File: config.mk
export PLATFORM = sky130hd
export DESIGN_NAME = oss_ctrl
export DESIGN_NICKNAME = d
export VERILOG_FILES = /design/src/rtl/oss_pkg.sv /design/src/rtl/oss_sync2.sv /design/src/rtl/oss_fault_filter.sv /design/src/rtl/oss_ctrl.sv
export SDC_FILE = /design/constraint.sdc
export NUM_CORES = 1
export LEC_CHECK = 0
export BUFFER_PORTS_ARGS = -buffer_cell sky130_fd_sc_hd__buf_2
export CORE_MARGIN = 5
export CORE_UTILIZATION = 61
export DETAILED_ROUTE_END_ITERATION = 12
export HOLD_SLACK_MARGIN = 0.05
export PLACE_DENSITY = 0.76
export SYNTH_ARGS = -nofsm -noshare
export SYNTH_HDL_FRONTEND = slang
export SYNTH_SLANG_ARGS = --single-unit
File: constraint.sdc
create_clock -name clk -period 2.75 [get_ports clk]
set_clock_uncertainty 0.2 [all_clocks]
set_input_delay 0.825 -clock clk [delete_from_list [all_inputs] [get_ports clk]]
set_output_delay 0.825 -clock clk [all_outputs]
set_load 0.02 [all_outputs]
File: src/rtl/oss_pkg.sv
/*
 * Shared constants of the octal switch serial control block: command and
 * status word layout, reset values and timing counts.
 * Assumes a single 200 MHz core clock; every count below is in its cycles.
 */
package oss_pkg;

    // ==========================================================
    // word layout
    // ==========================================================
    localparam int WORD_BITS = 16;
    localparam int NUM_OUT = 8;
    localparam int CMD_ONOFF_LSB = 0;
    localparam int CMD_OLD_LSB = 8;
    localparam logic [4:0] BIT_COUNT_FULL = 5'h10;
    localparam logic [7:0] STATUS_UPPER = 8'h00;
    localparam logic [15:0] CMD_RESET = 16'h0000;
    localparam int OUT_FIVE_IDX = 4;
    localparam int OUT_SIX_IDX = 5;

    // ==========================================================
    // timing
    // ==========================================================
    localparam int CLK_PERIOD_NS = 5;
    // least turn-on and turn-off latency after the select rising edge
    localparam int TURN_ON_LATENCY_MIN_NS = 1000;
    localparam int TURN_OFF_LATENCY_MIN_NS = 1000;
    localparam int TURN_ON_CYC =
        (TURN_ON_LATENCY_MIN_NS + CLK_PERIOD_NS - 1) / CLK_PERIOD_NS;
    localparam int TURN_OFF_CYC =
        (TURN_OFF_LATENCY_MIN_NS + CLK_PERIOD_NS - 1) / CLK_PERIOD_NS;
    localparam int APPLY_CYC =
        (TURN_ON_CYC > TURN_OFF_CYC) ? TURN_ON_CYC : TURN_OFF_CYC;
    localparam int APPLY_CNT_W = 8;
    // least time a fault must persist before its status bit sets
    localparam int FAULT_FILTER_DELAY_NS = 100000;
    localparam int FAULT_FILTER_CYC =
        (FAULT_FILTER_DELAY_NS + CLK_PERIOD_NS - 1) / CLK_PERIOD_NS;
    localparam int FAULT_CNT_W = 15;

endpackage : oss_pkg

File: src/rtl/oss_sync2.sv
/*
 * Two flip-flop synchroniser for a bundle of independent levels.
 * Assumes each bit is a level with no relation to its neighbours.
 */
`timescale 1ns/10ps
module oss_sync2 #(
    parameter int W = 1
) (
    input wire logic clk,
    input wire logic rstn,
    input wire logic [W-1:0] d,
    input wire logic [W-1:0] rst_val,
    output logic [W-1:0] q
);
    logic [W-1:0] meta;
    logic [W-1:0] hold;

    // ==========================================================
    // double flop; meta feeds only the second flop
    // ==========================================================
    // both flops keep d ^ rst_val, so a plain zero reset shows rst_val
    always_ff @(posedge clk or negedge rstn)
    begin
        if (!rstn)
        begin
            meta <= '0;
            hold <= '0;
        end
        else
        begin
            meta <= d ^ rst_val;
            hold <= meta;
        end
    end

    assign q = hold ^ rst_val;

endmodule : oss_sync2

File: src/rtl/oss_fault_filter.sv
/*
 * Per-output fault persistence filter: a status bit sets only after its
 * qualified fault has stood for the full filter count.
 * Assumes qualified faults arrive on the core clock.
 */
`timescale 1ns/10ps
module oss_fault_filter
    import oss_pkg::*;
#(
    parameter logic [oss_pkg::FAULT_CNT_W-1:0] FILTER_CYC =
        oss_pkg::FAULT_CNT_W'(oss_pkg::FAULT_FILTER_CYC)
) (
    input wire logic clk,
    input wire logic rstn,
    input wire logic clear,
    input wire logic [oss_pkg::NUM_OUT-1:0] fault_qual,
    output logic [oss_pkg::NUM_OUT-1:0] fault_status
);
    logic [FAULT_CNT_W-1:0] cnt [NUM_OUT];

    // ==========================================================
    // persistence counters, restart whenever the fault drops
    // ==========================================================
    always_ff @(posedge clk or negedge rstn)
    begin
        if (!rstn)
        begin
            for (int i = 0; i < NUM_OUT; i++)
            begin
                cnt[i] <= '0;
                fault_status[i] <= 1'b0;
            end
        end
        else
        begin
            for (int i = 0; i < NUM_OUT; i++)
            begin
                if (clear || !fault_qual[i])
                begin
                    cnt[i] <= '0;
                    fault_status[i] <= 1'b0;
                end
                else if (cnt[i] >= FILTER_CYC - 1'b1)
                    fault_status[i] <= 1'b1;
                else
                    cnt[i] <= cnt[i] + 1'b1;
            end
        end
    end

endmodule : oss_fault_filter

File: src/rtl/oss_ctrl.sv
/*
 * Serial control of an eight-output power switch: 16-bit shift path,
 * command latch on select rising edge, delayed output apply, direct
 * drive inputs, sleep and power-on reset, filtered fault status.
 * Assumes all pins are asynchronous to clk and the serial clock runs far
 * below clk so that every serial edge is seen after synchronisation.
 */
// Functional notes
// - select low enables output; command applies on rise
// - sample data input on serial clock falling edge
// - shift next bit out on rising edge
// - select high: ignore clock, data; output tri-state
// - one switches output on, zero off
// - one bit per falling edge, sixteen per access
// - any fault reports one, healthy outputs zero; code ignores open load on an on output and overtemp on an off output
// - off with detect current disabled reports zero
// - eight leading zeros, then eight status bits
// - single shift path, most significant bit first
// - enable low forces outputs off and sleep
// - power-on reset on every enable rising edge
// - power-on reset when either supply applies
// - outputs five, six are command OR direct input
// - fault must persist before status bit sets
// - outputs change within bounded latency after select rise
// - upper byte enables detect, lower switches outputs
// - upper status byte always returns zero
`timescale 1ns/10ps
module oss_ctrl
    import oss_pkg::*;
#(
    parameter logic [oss_pkg::FAULT_CNT_W-1:0] FAULT_FILTER_CYCLES =
        oss_pkg::FAULT_CNT_W'(oss_pkg::FAULT_FILTER_CYC)
) (
    input wire logic clk,
    input wire logic rstn,
    input wire logic cs_n,
    input wire logic sclk,
    input wire logic serial_cmd_in,
    output logic sdo,
    output logic sdo_oe,
    input wire logic enable,
    input wire logic logic_supply_good,
    input wire logic battery_supply_good,
    input wire logic direct_drive_five,
    input wire logic direct_drive_six,
    input wire logic [oss_pkg::NUM_OUT-1:0] fault_short,
    input wire logic [oss_pkg::NUM_OUT-1:0] fault_open,
    input wire logic [oss_pkg::NUM_OUT-1:0] fault_overtemp,
    output logic [oss_pkg::NUM_OUT-1:0] out_on,
    output logic [oss_pkg::NUM_OUT-1:0] open_load_current_en,
    output logic sleep
);
    import oss_pkg::*;

    // ==========================================================
    // pin synchronisation
    // ==========================================================
    logic [7:0] pins_raw;
    logic [7:0] pins_s;
    logic [NUM_OUT*3-1:0] flt_raw;
    logic [NUM_OUT*3-1:0] flt_s;
    logic cs_s, sclk_s, sdi_s, en_s, vdd_s, bat_s, d5_s, d6_s;

    assign pins_raw = {battery_supply_good, logic_supply_good,
                       direct_drive_six, direct_drive_five,
                       enable, serial_cmd_in, sclk, cs_n};
    assign flt_raw = {fault_overtemp, fault_open, fault_short};

    // select idles high, so it synchronises to one out of reset
    oss_sync2 #(.W(8)) u_pin_sync (
        .clk(clk),
        .rstn(rstn),
        .d(pins_raw),
        .rst_val(8'h01),
        .q(pins_s)
    );

    oss_sync2 #(.W(NUM_OUT*3)) u_flt_sync (
        .clk(clk),
        .rstn(rstn),
        .d(flt_raw),
        .rst_val('0),
        .q(flt_s)
    );

    assign cs_s = pins_s[0];
    assign sclk_s = pins_s[1];
    assign sdi_s = pins_s[2];
    assign en_s = pins_s[3];
    assign d5_s = pins_s[4];
    assign d6_s = pins_s[5];
    assign vdd_s = pins_s[6];
    assign bat_s = pins_s[7];

    // ==========================================================
    // edge detection on synchronised levels
    // ==========================================================
    logic cs_d, sclk_d, en_d, vdd_d, bat_d;

    always_ff @(posedge clk or negedge rstn)
    begin
        if (!rstn)
        begin
            cs_d <= 1'b1;
            sclk_d <= 1'b0;
            en_d <= 1'b0;
            vdd_d <= 1'b0;
            bat_d <= 1'b0;
        end
        else
        begin
            cs_d <= cs_s;
            sclk_d <= sclk_s;
            en_d <= en_s;
            vdd_d <= vdd_s;
            bat_d <= bat_s;
        end
    end

    logic cs_fall, cs_rise, sclk_rise, sclk_fall, por;

    assign cs_fall = cs_d && !cs_s;
    assign cs_rise = !cs_d && cs_s;
    // while select is high the serial clock edges are simply not looked at
    assign sclk_rise = !cs_s && sclk_s && !sclk_d;
    assign sclk_fall = !cs_s && !sclk_s && sclk_d;
    // power-on reset on enable or either supply coming up
    assign por = (en_s && !en_d)
        || (vdd_s && !vdd_d) || (bat_s && !bat_d);

    // ==========================================================
    // shift path and bit count
    // ==========================================================
    logic [WORD_BITS-1:0] sreg;
    logic [4:0] bit_cnt;
    logic [NUM_OUT-1:0] fault_status;

    // one register both captures and emits, so bits leave in arrival order
    always_ff @(posedge clk or negedge rstn)
    begin
        if (!rstn)
            sreg <= CMD_RESET;
        else if (cs_fall)
            sreg <= {STATUS_UPPER, fault_status};
        else if (sclk_fall)
            sreg <= {sreg[WORD_BITS-2:0], sdi_s};
    end

    // saturating count; longer daisy words keep the last sixteen bits
    always_ff @(posedge clk or negedge rstn)
    begin
        if (!rstn)
            bit_cnt <= '0;
        else if (cs_fall)
            bit_cnt <= '0;
        else if (sclk_fall && bit_cnt != BIT_COUNT_FULL)
            bit_cnt <= bit_cnt + 1'b1;
    end

    // serial output: driven only while selected, msb on each rising edge
    always_ff @(posedge clk or negedge rstn)
    begin
        if (!rstn)
        begin
            sdo <= 1'b0;
            sdo_oe <= 1'b0;
        end
        else
        begin
            sdo_oe <= !cs_s;
            if (cs_fall)
                sdo <= 1'b0;
            else if (sclk_rise)
                sdo <= sreg[WORD_BITS-1];
        end
    end

    // ==========================================================
    // command latch and delayed apply
    // ==========================================================
    logic [WORD_BITS-1:0] cmd;
    logic [WORD_BITS-1:0] applied;
    logic [APPLY_CNT_W-1:0] apply_cnt;
    logic apply_pend;

    // a short word is dropped rather than applied half shifted
    always_ff @(posedge clk or negedge rstn)
    begin
        if (!rstn)
            cmd <= CMD_RESET;
        else if (por)
            cmd <= CMD_RESET;
        else if (cs_rise && bit_cnt == BIT_COUNT_FULL)
            cmd <= sreg;
    end

    // fixed latency sits inside both the turn-on and turn-off windows
    always_ff @(posedge clk or negedge rstn)
    begin
        if (!rstn)
        begin
            apply_cnt <= '0;
            apply_pend <= 1'b0;
            applied <= CMD_RESET;
        end
        else if (por)
        begin
            apply_cnt <= '0;
            apply_pend <= 1'b0;
            applied <= CMD_RESET;
        end
        else if (cs_rise && bit_cnt == BIT_COUNT_FULL)
        begin
            apply_cnt <= APPLY_CNT_W'(APPLY_CYC - 2);
            apply_pend <= 1'b1;
        end
        else if (apply_pend && apply_cnt == '0)
        begin
            apply_pend <= 1'b0;
            applied <= cmd;
        end
        else if (apply_pend)
            apply_cnt <= apply_cnt - 1'b1;
    end

    // ==========================================================
    // output drive and sleep
    // ==========================================================
    logic [NUM_OUT-1:0] drive;

    always_comb
    begin
        drive = applied[CMD_ONOFF_LSB +: NUM_OUT];
        drive[OUT_FIVE_IDX] = drive[OUT_FIVE_IDX] | d5_s;
        drive[OUT_SIX_IDX] = drive[OUT_SIX_IDX] | d6_s;
    end

    // enable low overrides everything and parks the device asleep
    always_ff @(posedge clk or negedge rstn)
    begin
        if (!rstn)
        begin
            out_on <= '0;
            open_load_current_en <= '0;
            sleep <= 1'b1;
        end
        else
        begin
            out_on <= en_s ? drive : '0;
            open_load_current_en <= en_s
                ? applied[CMD_OLD_LSB +: NUM_OUT] : '0;
            sleep <= !en_s;
        end
    end

    // ==========================================================
    // fault qualification and filtering
    // ==========================================================
    logic [NUM_OUT-1:0] f_short;
    logic [NUM_OUT-1:0] f_open;
    logic [NUM_OUT-1:0] f_ot;
    logic [NUM_OUT-1:0] fault_qual;

    assign f_short = flt_s[NUM_OUT-1:0];
    assign f_open = flt_s[2*NUM_OUT-1:NUM_OUT];
    assign f_ot = flt_s[3*NUM_OUT-1:2*NUM_OUT];

    // on: short or overtemp; off: only with detect current enabled
    always_comb
    begin
        for (int i = 0; i < NUM_OUT; i++)
        begin
            if (!en_s)
                fault_qual[i] = 1'b0;
            else if (out_on[i])
                fault_qual[i] = f_short[i] || f_ot[i];
            else
                fault_qual[i] = open_load_current_en[i]
                    && (f_open[i] || f_short[i]);
        end
    end

    oss_fault_filter #(.FILTER_CYC(FAULT_FILTER_CYCLES)) u_filter (
        .clk(clk),
        .rstn(rstn),
        .clear(por),
        .fault_qual(fault_qual),
        .fault_status(fault_status)
    );

    // age of the last accepted word; saturates while nothing is pending
    logic [APPLY_CNT_W-1:0] lat_age;
    always_ff @(posedge clk or negedge rstn)
    begin
        if (!rstn)
            lat_age <= '1;
        else if (!por && cs_rise && bit_cnt == BIT_COUNT_FULL)
            lat_age <= '0;
        else if (!por && lat_age != '1)
            lat_age <= lat_age + 1'b1;
        else
            lat_age <= '1;
    end
endmodule : oss_ctrl

# Yosys cells after proc, flatten, opt, wreduce, memory -nomap -nowiden
# Cells that the tools add are included.
# totals
ff_bits	278
inputBits	34
output_inout_bits	19
elab_cells	217
# op_classes
n_addsub	10
n_lt_le_gt_ge	8
eq_ne	12
mux	68
bitwise_logic	4
reduce_logical	79
# ops
operator	count
15-bit 2-to-1 mux	16
15-bit by 1-bit adder with 15-bit output (second input constant)	8
15-bit >= comparator (second input constant)	8
16-bit 2-to-1 mux	7
8-bit 2-to-1 mux	6
1-bit 2-to-1 mux	37
1-bit logical OR	26
2-bit nonzero test	13
1-bit logical AND	20
2-bit by 1-bit inequality test with 1-bit output (second input constant)	9
1-bit zero test	15
5-bit 2-to-1 mux	2
8-bit zero test	1
8-bit by 1-bit subtractor with 8-bit output (second input constant)	1
3-bit nonzero test	2
5-bit by 1-bit adder with 5-bit output (second input constant)	1
5-bit equality test (second input constant)	1
5-bit inequality test (second input constant)	1
2-bit AND reduction	2
3-bit by 2-bit inequality test with 1-bit output (second input constant)	1
1-bit NOT	2
1-bit OR	2

# Longest topological paths before layout
# Gate-level depths: netlist (run 1).
# depth
ltp_word	7
depth_mapped	9

# Modules after synthesis
# A second synthesis (run 1) with hierarchy kept.
# unflattened
cells_unflattened	1176
hier_area_um2	12598.3
# by_module_without_submodules
mod	n_inst	cells_per_inst	area_each_um2	seq_area_each_um2
oss_fault_filter	1	709	6720.2	3203.1
oss_ctrl	1	339	3716.1	2154.6
oss_sync2 at u_flt_sync	1	96	1621.6	1201.2
oss_sync2 at u_pin_sync	1	32	540.5	400.4

# Least setup slack after synthesis (run 1)
# OpenSTA, ideal clock, no wires.
# synth_path
kind	reg2reg
from	register u_filter.cnt[30] (netlist bit)
to	register u_filter.cnt[30] (netlist bit)
setup_time_ns	0.077
arrival_ns	1.868
required_time_ns	2.473
setup_slack_ns	0.604
stages_incl_launch_ff	8
n_path_buf	1
period_less_slack_ns	2.146
cell_sequence	dfrtp_1 > ha_1 > and4_1 > a211oi_1 > o21ai_1 > clkbuf_1 > or3_1 > a21oi_1
# synth_between
elab_chain_len	3
elab_cells_between_ends	5
classes_between	1 x add/sub; 1 x order compare; 1 x eq/ne; 2 x mux
# synth_lines
item	line_no	rtl
start: declaration	oss_fault_filter.sv:19	logic [FAULT_CNT_W-1:0] cnt [NUM_OUT];
start signal: indexed assignment	oss_fault_filter.sv:46	cnt[i] <= cnt[i] + 1'b1;
15-bit by 1-bit adder with 15-bit output	oss_fault_filter.sv:46	
15-bit 2-to-1 mux	oss_fault_filter.sv:43	else if (cnt[i] >= FILTER_CYC - 1'b1)
15-bit 2-to-1 mux	oss_fault_filter.sv:38	if (clear || !fault_qual[i])
# Parallel ways exist; a longest one is shown, timed or not. The select of a mux whose other input is x is not followed.
# A chain may end at the register's enable or synchronous reset.

# Worst setup path in the final report (run 1)
# layout_path
from	register u_filter.cnt[30] (netlist bit)
to	register u_filter.cnt[36] (netlist bit)
# Same word-level chain as after synthesis.

==> flow_summary.ini, run 1 <==
[cts]
clkLatencyLatePin_ns = 0.53
clock_sinks = 278
clock_path_buffers = 3
cts-root-buf = clkbuf_16
numCtsBuffers = 29
cts_tree = done
cts.clk_slew.worst_paths_ns = 0.06
htreeDepth = 1

[sta]
setup_viol = 0
max_clock_freq_mhz = 389
period_share_pct = 93.6
final.min_clock_period_ns = 2.57
whs_ns = 0.146
finalWorstSetupSlack_ns = 0.177
tns_ns = 0
tightest_slew_ns = 0.969
rsz0062_at_grt = no
relSlewSlack_pct = 34.9
final_max_slew_viol_count = 0
hold_viol = 0

[synth]
synth_area_leaders = dfrtp_1 59%, nor2_1 4.6%, xor2_1 4.0%
synthCells = 1074
synth_cell_types = 61
ys_ff_latch = 278
syn_area_per_cell_um2 = 10.9
seq_area_frac_synth_pct = 59.4
ys_warn_count = 0
yosys.area.top_type_share_pct = 59.0
syn_area_mm2 = 0.0117
synth_ff_type = dfrtp_1
synth_async_sr_flop_share_pct = 100
synth_edf_count = 0
yosys.area.top_type = dfrtp_1
synth_nets = 1120

[worst_setup_path]
cp-start-kind = flip-flop
worstPathArrival_ns = 2.82
path_max_fanout = 16
regToRegEndpoint = u_filter.cnt[36]$_DFFE_PN0P_
required_ns = 3.00
r2r_slack_ns = 0.18
rr_startpoint = u_filter.cnt[30]$_DFFE_PN0P_
cpPeakStageDelay_ns = 0.60
endpoint_kind = flip-flop
path_buf_inv = 0
crit_family = compound AO/OA/AOI/OAI gates
reg2regPathDepth = 6
crit_chain = ha_1 > and4_1 > a211oi_1 > o21ai_1 > or4_1 > a21oi_1
critPathKind = flip-flop to flip-flop
cp_num_cells = 6
slowest_stage = or4_1

[grt]
grt_use_met2_pct = 33.9
track_usage_pct = 20.5
met3_usage_pct = 2.93
grt_max_degree = 65
grt_use_met1_pct = 29.3
grt_pass1_wl_mm = 38.2
grt_pass1_vias = 7990
antenna_found_initial = 0
grt_overflow = 0
gr-max-usage-layer = met2

[floorplan]
die_x_um = 149
ioPinCount = 53
rows = 50
chipHeight_um = 149
core_mm2 = 0.0188
die_area_mm2 = 0.0221
start_util_pct = 62.2

[route]
drtIter0Drc = 416
drcViolationCount = 0
final_antenna_net_count = 0
via_count = 7979
first_pass_iters = 5
wl_per_cell_um = 15.4
viasPerCell = 5.61
routed_wl_mm = 21.9

[final_layout]
num_antenna_cells = 0
multi_input_area_mm2 = 0.00454
final_layout_size_suffix_gt1_share_pct = 12.4
syn_to_final_growth_pct = 14.0
nets = 1189
register_area_mm2 = 0.00696
final_common_cell = dfrtp_1
final_cell_mix = 276 x dfrtp_1, 142 x nor2_1, 105 x nand2_1
fillers = 1337

[min_path]
holdPathEnd = u_pin_sync.hold[0]$_DFF_PN0_
min_path_type = flip-flop to flip-flop
min_from = u_pin_sync.meta[0]$_DFF_PN0_
min_path_cells = 0

[job]
drv_cap = 0

[power]
p_leak_nw = 5.74
power_density_mw_per_mm2 = 627
peakVddDrop_uv = 524

[placed_design]
gp_congestion = 0.874
pre_cts_slack_ns = 0.212
hpwlAfterDp_mm = 14.7
portBuffers = 52

[outcome]
status = completed
-- area by class of cell --
type                    count  area share [%]
flip-flops and latches    278            52.1
multi-input cells         742            34.0
clock buffers              38            6.13
repair buffers             73            3.60
well taps                 260            2.44
clock inverters            13            1.26
inverters                  19           0.534
-- logic make-up (layout without fill, tap and decap cells) --
kind of cell | count (synthesis) | in the layout | synth area share (%)
AO/OA/AOI/OAI | 194 | 194 | 11.6
XOR/XNOR | 95 | 95 | 7.10
adder cells (fa/ha/maj) | 12 | 12 | 1.28
buffers and inverters | 54 | 143 | 1.87
flip-flops | 278 | 278 | 59.4
multiplexers | 12 | 12 | 1.04
AND/OR/NAND/NOR | 429 | 429 | 17.7
-- stage by stage --
step | power (mW) | utilization [%] | cells | area, um^2
2_1_floorplan | 4.32 | - | 1074 | 11700
3_3_place_gp | 4.47 | 65.6 | 1371 | 12400
3_5_place_dp | 4.48 | 65.6 | 1371 | 12400
4_1_cts | 8.45 | 70.9 | 1423 | 13400
5_1_grt | 8.68 | 70.9 | 1423 | 13400
6_report | 8.37 | 70.9 | 1423 | 13400
-- routing by layer --
| metal | wire length, um | up-vias |
|---|---|---|
| met5 | 0 | - |
| met3 | 766 | 35 |
| li1 | - | 3895 |
| met2 | 10600 | 115 |
| met4 | 446 | 0 |
| met1 | 10100 | 3934 |
-- worst max-delay path by stage --
| stage | from | end | slack (ns) |
|---|---|---|---|
| global placement | u_filter.cnt[30]$_DFFE_PN0P_ | u_filter.cnt[34]$_DFFE_PN0P_ | 0.37 |
| floorplan | u_filter.cnt[30]$_DFFE_PN0P_ | u_filter.cnt[30]$_DFFE_PN0P_ | 0.60 |
| detailed placement | u_filter.cnt[30]$_DFFE_PN0P_ | u_filter.cnt[36]$_DFFE_PN0P_ | 0.21 |
| CTS | u_filter.cnt[30]$_DFFE_PN0P_ | u_filter.cnt[34]$_DFFE_PN0P_ | 0.19 |
| global route | u_filter.cnt[30]$_DFFE_PN0P_ | u_filter.cnt[38]$_DFFE_PN0P_ | 0.02 |
| finish | u_filter.cnt[30]$_DFFE_PN0P_ | u_filter.cnt[36]$_DFFE_PN0P_ | 0.18 |
-- report_power, final --
part / switching (mW) / total [mW] / internal, mW / leakage (nW)
clock: 1.52 / 3.98 / 2.45 / 0.492
combinational: 0.149 / 0.213 / 0.0639 / 1.53
sequential: 0.0293 / 4.18 / 4.15 / 3.71
-- registers in the layout, indices dropped and copies added, names as in the netlist, 16 cells and up --
name             flops
cmd                 16
applied             16
u_flt_sync.hold     24
u_filter.cnt       120
u_flt_sync.meta     24
sreg                16
-- synth_stat cells, types with 15 or more instances --
library cell / n
a22o_1: 16
nand2_1: 105
nand4_1: 22
clkbuf_1: 32
o21ai_0: 27
nand3_1: 46
and2_1: 19
inv_1: 19
a211oi_1: 15
a21oi_1: 68
xor2_1: 53
xnor2_1: 42
nor2_1: 142
dfrtp_1: 276
-- repair_timing --
action	in CTS	in global routing
hold buffers	1	0
hold endpoints to repair	40	0
resized for setup	0	0
setup buffers	0	0
No activity file was read; power rests on OpenSTA's default activity.
==> run 2: changes to the inputs <==
Clock period 2.75 ns to 2.85 ns, I/O delays scaled along.
==> flow_summary.ini, run 2 (synthesized netlist as in run 1, its figures left out) <==
[power]
power.switching_mw = 1.73
p_seq_share_pct = 50.2
p_leak_nw = 5.72
power_density_mw_per_mm2 = 603
sw_frac_of_total_pct = 21.5
peakVddDrop_uv = 505
comb_power_share_pct = 2.5
pwr-share-clk_pct = 47.3
p_int_mw = 6.31

[sta]
final.min_clock_period_ns = 2.58
relSlewSlack_pct = 36.5
hold_viol = 0
whs_ns = 0.145
final_max_slew_viol_count = 0
tns_ns = 0
period_share_pct = 90.6
setup_viol = 0
rsz0062_at_grt = no
tightest_slew_ns = 0.947
max_clock_freq_mhz = 387

[job]
drv_cap = 0

[grt]
gr-max-usage-layer = met2
antenna_found_initial = 0
met3_usage_pct = 3.02
track_usage_pct = 20.7
grt_use_met2_pct = 33.8
grt_max_degree = 66
grt_overflow = 0
grt_pass1_vias = 7869
grt_pass1_wl_mm = 38.3
grt_use_met1_pct = 30.0

[worst_setup_path]
cp-start-kind = flip-flop
reg2regPathDepth = 6
path_max_fanout = 16
critPathKind = flip-flop to flip-flop
required_ns = 3.09
worstPathArrival_ns = 2.82
endpoint_kind = flip-flop

[route]
drcViolationCount = 0
final_antenna_net_count = 0
wl_per_cell_um = 15.5
routed_wl_mm = 22.0
first_pass_iters = 5
viasPerCell = 5.63
drtIter0Drc = 473
via_count = 7998

[floorplan]
start_util_pct = 62.2
die_area_mm2 = 0.0221
ioPinCount = 53
core_mm2 = 0.0188
die_x_um = 149
chipHeight_um = 149
rows = 50

[cts]
ctsResizeCount = 0
cts-root-buf = clkbuf_16
cts.clk_slew.worst_paths_ns = 0.07
postCtsSetupRepairBufs = 0
cts_tree = done
clock_path_buffers = 3
numCtsBuffers = 28
clock_sinks = 278
clkLatencyLatePin_ns = 0.53
htreeDepth = 1

[final_layout]
fillers = 1334
multi_input_area_mm2 = 0.00454
nets = 1185
largest_register_ffs = 120
top_register = u_filter.cnt
register_area_mm2 = 0.00696
final_layout_size_suffix_gt1_share_pct = 12.4
final_common_cell = dfrtp_1
reg_top3 = u_filter.cnt: 120 flops, u_flt_sync.hold: 24 flops, u_flt_sync.meta: 24 flops
num_antenna_cells = 0
syn_to_final_growth_pct = 13.9
final_cell_mix = 276 x dfrtp_1, 142 x nor2_1, 105 x nand2_1

[min_path]
min_path_type = flip-flop to flip-flop
min_path_cells = 0

[placed_design]
portBuffers = 52
gp_congestion = 0.859
hpwlAfterDp_mm = 14.3

[outcome]
status = completed
-- run 2: critical path, stage by stage, from the launching register on --
cell and delay (ns):
dfrtp_1 0.41, ha_1 0.25, and4_1 0.22, a211oi_1 0.27, o21ai_1 0.35, or4_1 0.62
a21oi_1 0.18
-- run 2: path summary, 6_finish.rpt --
check / start / end / slack (ns)
worst max register to register: u_filter.cnt[30]$_DFFE_PN0P_ / u_filter.cnt[36]$_DFFE_PN0P_ / 0.27
worst min-delay path: u_flt_sync.meta[16]$_DFF_PN0_ / u_flt_sync.hold[16]$_DFF_PN0_ / 0.15
min in group asynchronous: rstn / u_filter.cnt[57]$_DFFE_PN0P_ / 0.62
worst min register to register: u_flt_sync.meta[16]$_DFF_PN0_ / u_flt_sync.hold[16]$_DFF_PN0_ / 0.15
max in group asynchronous: rstn / sleep$_DFF_PN1_ / 1.15
worst max-delay path: u_filter.cnt[30]$_DFFE_PN0P_ / u_filter.cnt[36]$_DFFE_PN0P_ / 0.27
-- run 2: what timing repair did --
action | in CTS | in global routing
hold endpoints to repair | 33 | 0
hold buffers | 1 | 0
endpoints found under the setup margin | 0 | 0
-- run 2: layout make-up --
type | count | share of cell area (%)
Timing Repair Buffer | 70 | 3.43
Inverter | 19 | 0.535
Sequential cell | 278 | 52.2
Clock buffer | 33 | 5.78
Clock inverter | 19 | 1.63
Multi-Input combinational cell | 742 | 34.0
Tap cell | 260 | 2.44
-- run 2: layer usage --
layer  wire (um)  vias to the layer above
met5           0                        -
met4         393                        0
met3         779                       31
met2       10800                      134
met1       10100                     3945
li1            -                     3888
-- run 2: power groups by stage --
| stage | clock network (mW) | logic (mW) | registers (mW) |
|---|---|---|---|
| 4_1_cts | 3.86 | 0.211 | 4.04 |
| 5_1_grt | 4.05 | 0.233 | 4.04 |
| 3_3_place_gp | 0 | 0.206 | 4.10 |
| 6_report | 3.80 | 0.203 | 4.04 |
| 3_5_place_dp | 0 | 0.208 | 4.11 |
| 2_1_floorplan | 0 | 0.0639 | 4.10 |
-- run 2: stage by stage --
stage	utilization [%]	setup slack, ns	instance area [um^2]	std cells	total power [mW]
3_5_place_dp	65.5	0.398	12300	1368	4.32
5_1_grt	70.8	0.147	13300	1421	8.33
2_1_floorplan	-	0.704	11700	1074	4.17
6_report	70.8	0.268	13300	1421	8.04
3_3_place_gp	65.5	0.485	12300	1368	4.31
4_1_cts	70.8	0.311	13300	1421	8.11
==> run 3: changes to the inputs <==
Settings changed: CORE_UTILIZATION 61 to 60, PLACE_DENSITY 0.76 to 0.75.
==> flow_summary.ini, run 3 (synthesized netlist as in run 1, its figures left out) <==
[outcome]
status = completed

[cts]
htreeDepth = 1
numCtsBuffers = 29
clock_path_buffers = 3
cts.clk_slew.worst_paths_ns = 0.06
clock_sinks = 278
cts_tree = done
clkLatencyLatePin_ns = 0.53
cts-root-buf = clkbuf_16

[final_layout]
num_antenna_cells = 0
reg_top3 = u_filter.cnt: 120 flops, u_flt_sync.hold: 24 flops, u_flt_sync.meta: 24 flops
syn_to_final_growth_pct = 14.4
largest_register_ffs = 120
final_layout_size_suffix_gt1_share_pct = 12.5
top_register = u_filter.cnt
final_cell_mix = 276 x dfrtp_1, 142 x nor2_1, 105 x nand2_1
nets = 1189
finish.utilization_pct = 69.3
final_common_cell = dfrtp_1
fillers = 1419

[power]
p_seq_share_pct = 49.3
power_density_mw_per_mm2 = 611
p_total_mw = 8.19
power.switching_mw = 1.68
p_int_mw = 6.51
peakVddDrop_uv = 487
p_leak_nw = 5.75
pwr-share-clk_pct = 48.2
sw_frac_of_total_pct = 20.5
comb_power_share_pct = 2.5

[sta]
tns_ns = 0
tightest_slew_ns = 0.862
hold_viol = 0
setup_viol = 0
relSlewSlack_pct = 42.1
final_max_slew_viol_count = 0
rsz0062_at_grt = no
period_share_pct = 90.3
final.min_clock_period_ns = 2.57
max_clock_freq_mhz = 389

[worst_setup_path]
path_max_fanout = 16
cp-start-kind = flip-flop
worstPathArrival_ns = 2.83
endpoint_kind = flip-flop
crit_chain = ha_1 > and4_1 > a211oi_1 > o21ai_1 > or4_1 > a21oi_1
slowest_stage = or4_1
required_ns = 3.11
critPathKind = flip-flop to flip-flop
reg2regPathDepth = 6
cpPeakStageDelay_ns = 0.61

[floorplan]
ioPinCount = 53
die_x_um = 150
rows = 51
die_area_mm2 = 0.0224
chipHeight_um = 150
core_mm2 = 0.0193
start_util_pct = 60.6

[min_path]
min_path_cells = 0
min_path_type = flip-flop to flip-flop

[grt]
grt_pass1_wl_mm = 38.2
grt_pass1_vias = 8000
antenna_found_initial = 0
grt_max_degree = 61
grt_overflow = 0
track_usage_pct = 20.5

[route]
viasPerCell = 5.64
via_count = 8060
drcViolationCount = 0
drtIter0Drc = 521
first_pass_iters = 5
final_antenna_net_count = 0
routed_wl_mm = 22.0
wl_per_cell_um = 15.4

[placed_design]
gp_congestion = 0.833
hpwlAfterDp_mm = 14.2
portBuffers = 52

[job]
drv_cap = 0
[run 3: cell types whose count changed in the layout (fill, tap and decap cells not counted), sizes merged]
cell / previous run / this run
inv: 22 / 19
clkinv: 13 / 9
bufinv: 3 / 5
clkbuf: 33 / 37
buf: 69 / 72
clkinvlp: 0 / 2
[run 3: final cells by class]
cell class	count	area, um^2	share of cell area (%)
inverters	19	71.3	0.532
flip-flops and latches	278	6960	51.9
clock buffers	37	806	6.01
multi-input cells	742	4540	33.9
repair buffers	73	480	3.59
well taps	265	332	2.47
clock inverters	16	214	1.60
[run 3: final timing paths]
path	slack [ns]	start	to
worst max-delay path	0.28	u_filter.cnt[30]$_DFFE_PN0P_	u_filter.cnt[34]$_DFFE_PN0P_
worst min-delay path	0.14	u_flt_sync.meta[16]$_DFF_PN0_	u_flt_sync.hold[16]$_DFF_PN0_
worst max register to register	0.28	u_filter.cnt[30]$_DFFE_PN0P_	u_filter.cnt[34]$_DFFE_PN0P_
worst min register to register	0.14	u_flt_sync.meta[16]$_DFF_PN0_	u_flt_sync.hold[16]$_DFF_PN0_
max in group asynchronous	1.14	rstn	u_filter.cnt[111]$_DFFE_PN0P_
min in group asynchronous	0.62	rstn	u_filter.cnt[57]$_DFFE_PN0P_
[run 3: timing repair]
| action | 4_1_cts | 5_1_grt |
|---|---|---|
| hold buffers | 1 | 0 |
| gates resized for setup | 0 | 0 |
| buffers inserted | 0 | 0 |
| endpoints found under the hold margin | 41 | 0 |
[run 3: worst max-delay path, delay by kind of cell (launching register included)]
family	cells	cell delay (ns)
and+or+nand+nor	2	0.83
AOI/OAI and AO/OA	3	0.81
adders and majority gates	1	0.24
DFF	1	0.40
[run 3: routing by layer]
metal  wire length, um  vias up  GRT usage (%)
met2             10600      129           33.8
met1             10100     3993           28.7
li1                  -     3903              -
met4               474        0           4.76
met5                 0        -              0
met3               867       35           3.66
[run 3: stage by stage]
stage | setup slack [ns] | hold slack [ns] | instances | cell area, um^2
after global placement | 0.453 | 0.132 | 1376 | 12400
final | 0.277 | 0.144 | 1430 | 13400
after global routing | 0.143 | 0.147 | 1430 | 13400
after detailed placement | 0.334 | 0.135 | 1376 | 12400
after CTS | 0.310 | 0.145 | 1430 | 13400
after floorplan | 0.704 | 0.131 | 1074 | 11700
[run 3: power groups by stage]
stage / Clock (mW) / Sequential [mW] / Combinational, mW
after floorplan: 0 / 4.10 / 0.0639
after global placement: 0 / 4.10 / 0.207
after detailed placement: 0 / 4.11 / 0.209
after CTS: 4.03 / 4.03 / 0.213
after global routing: 4.22 / 4.04 / 0.236
final: 3.95 / 4.03 / 0.205
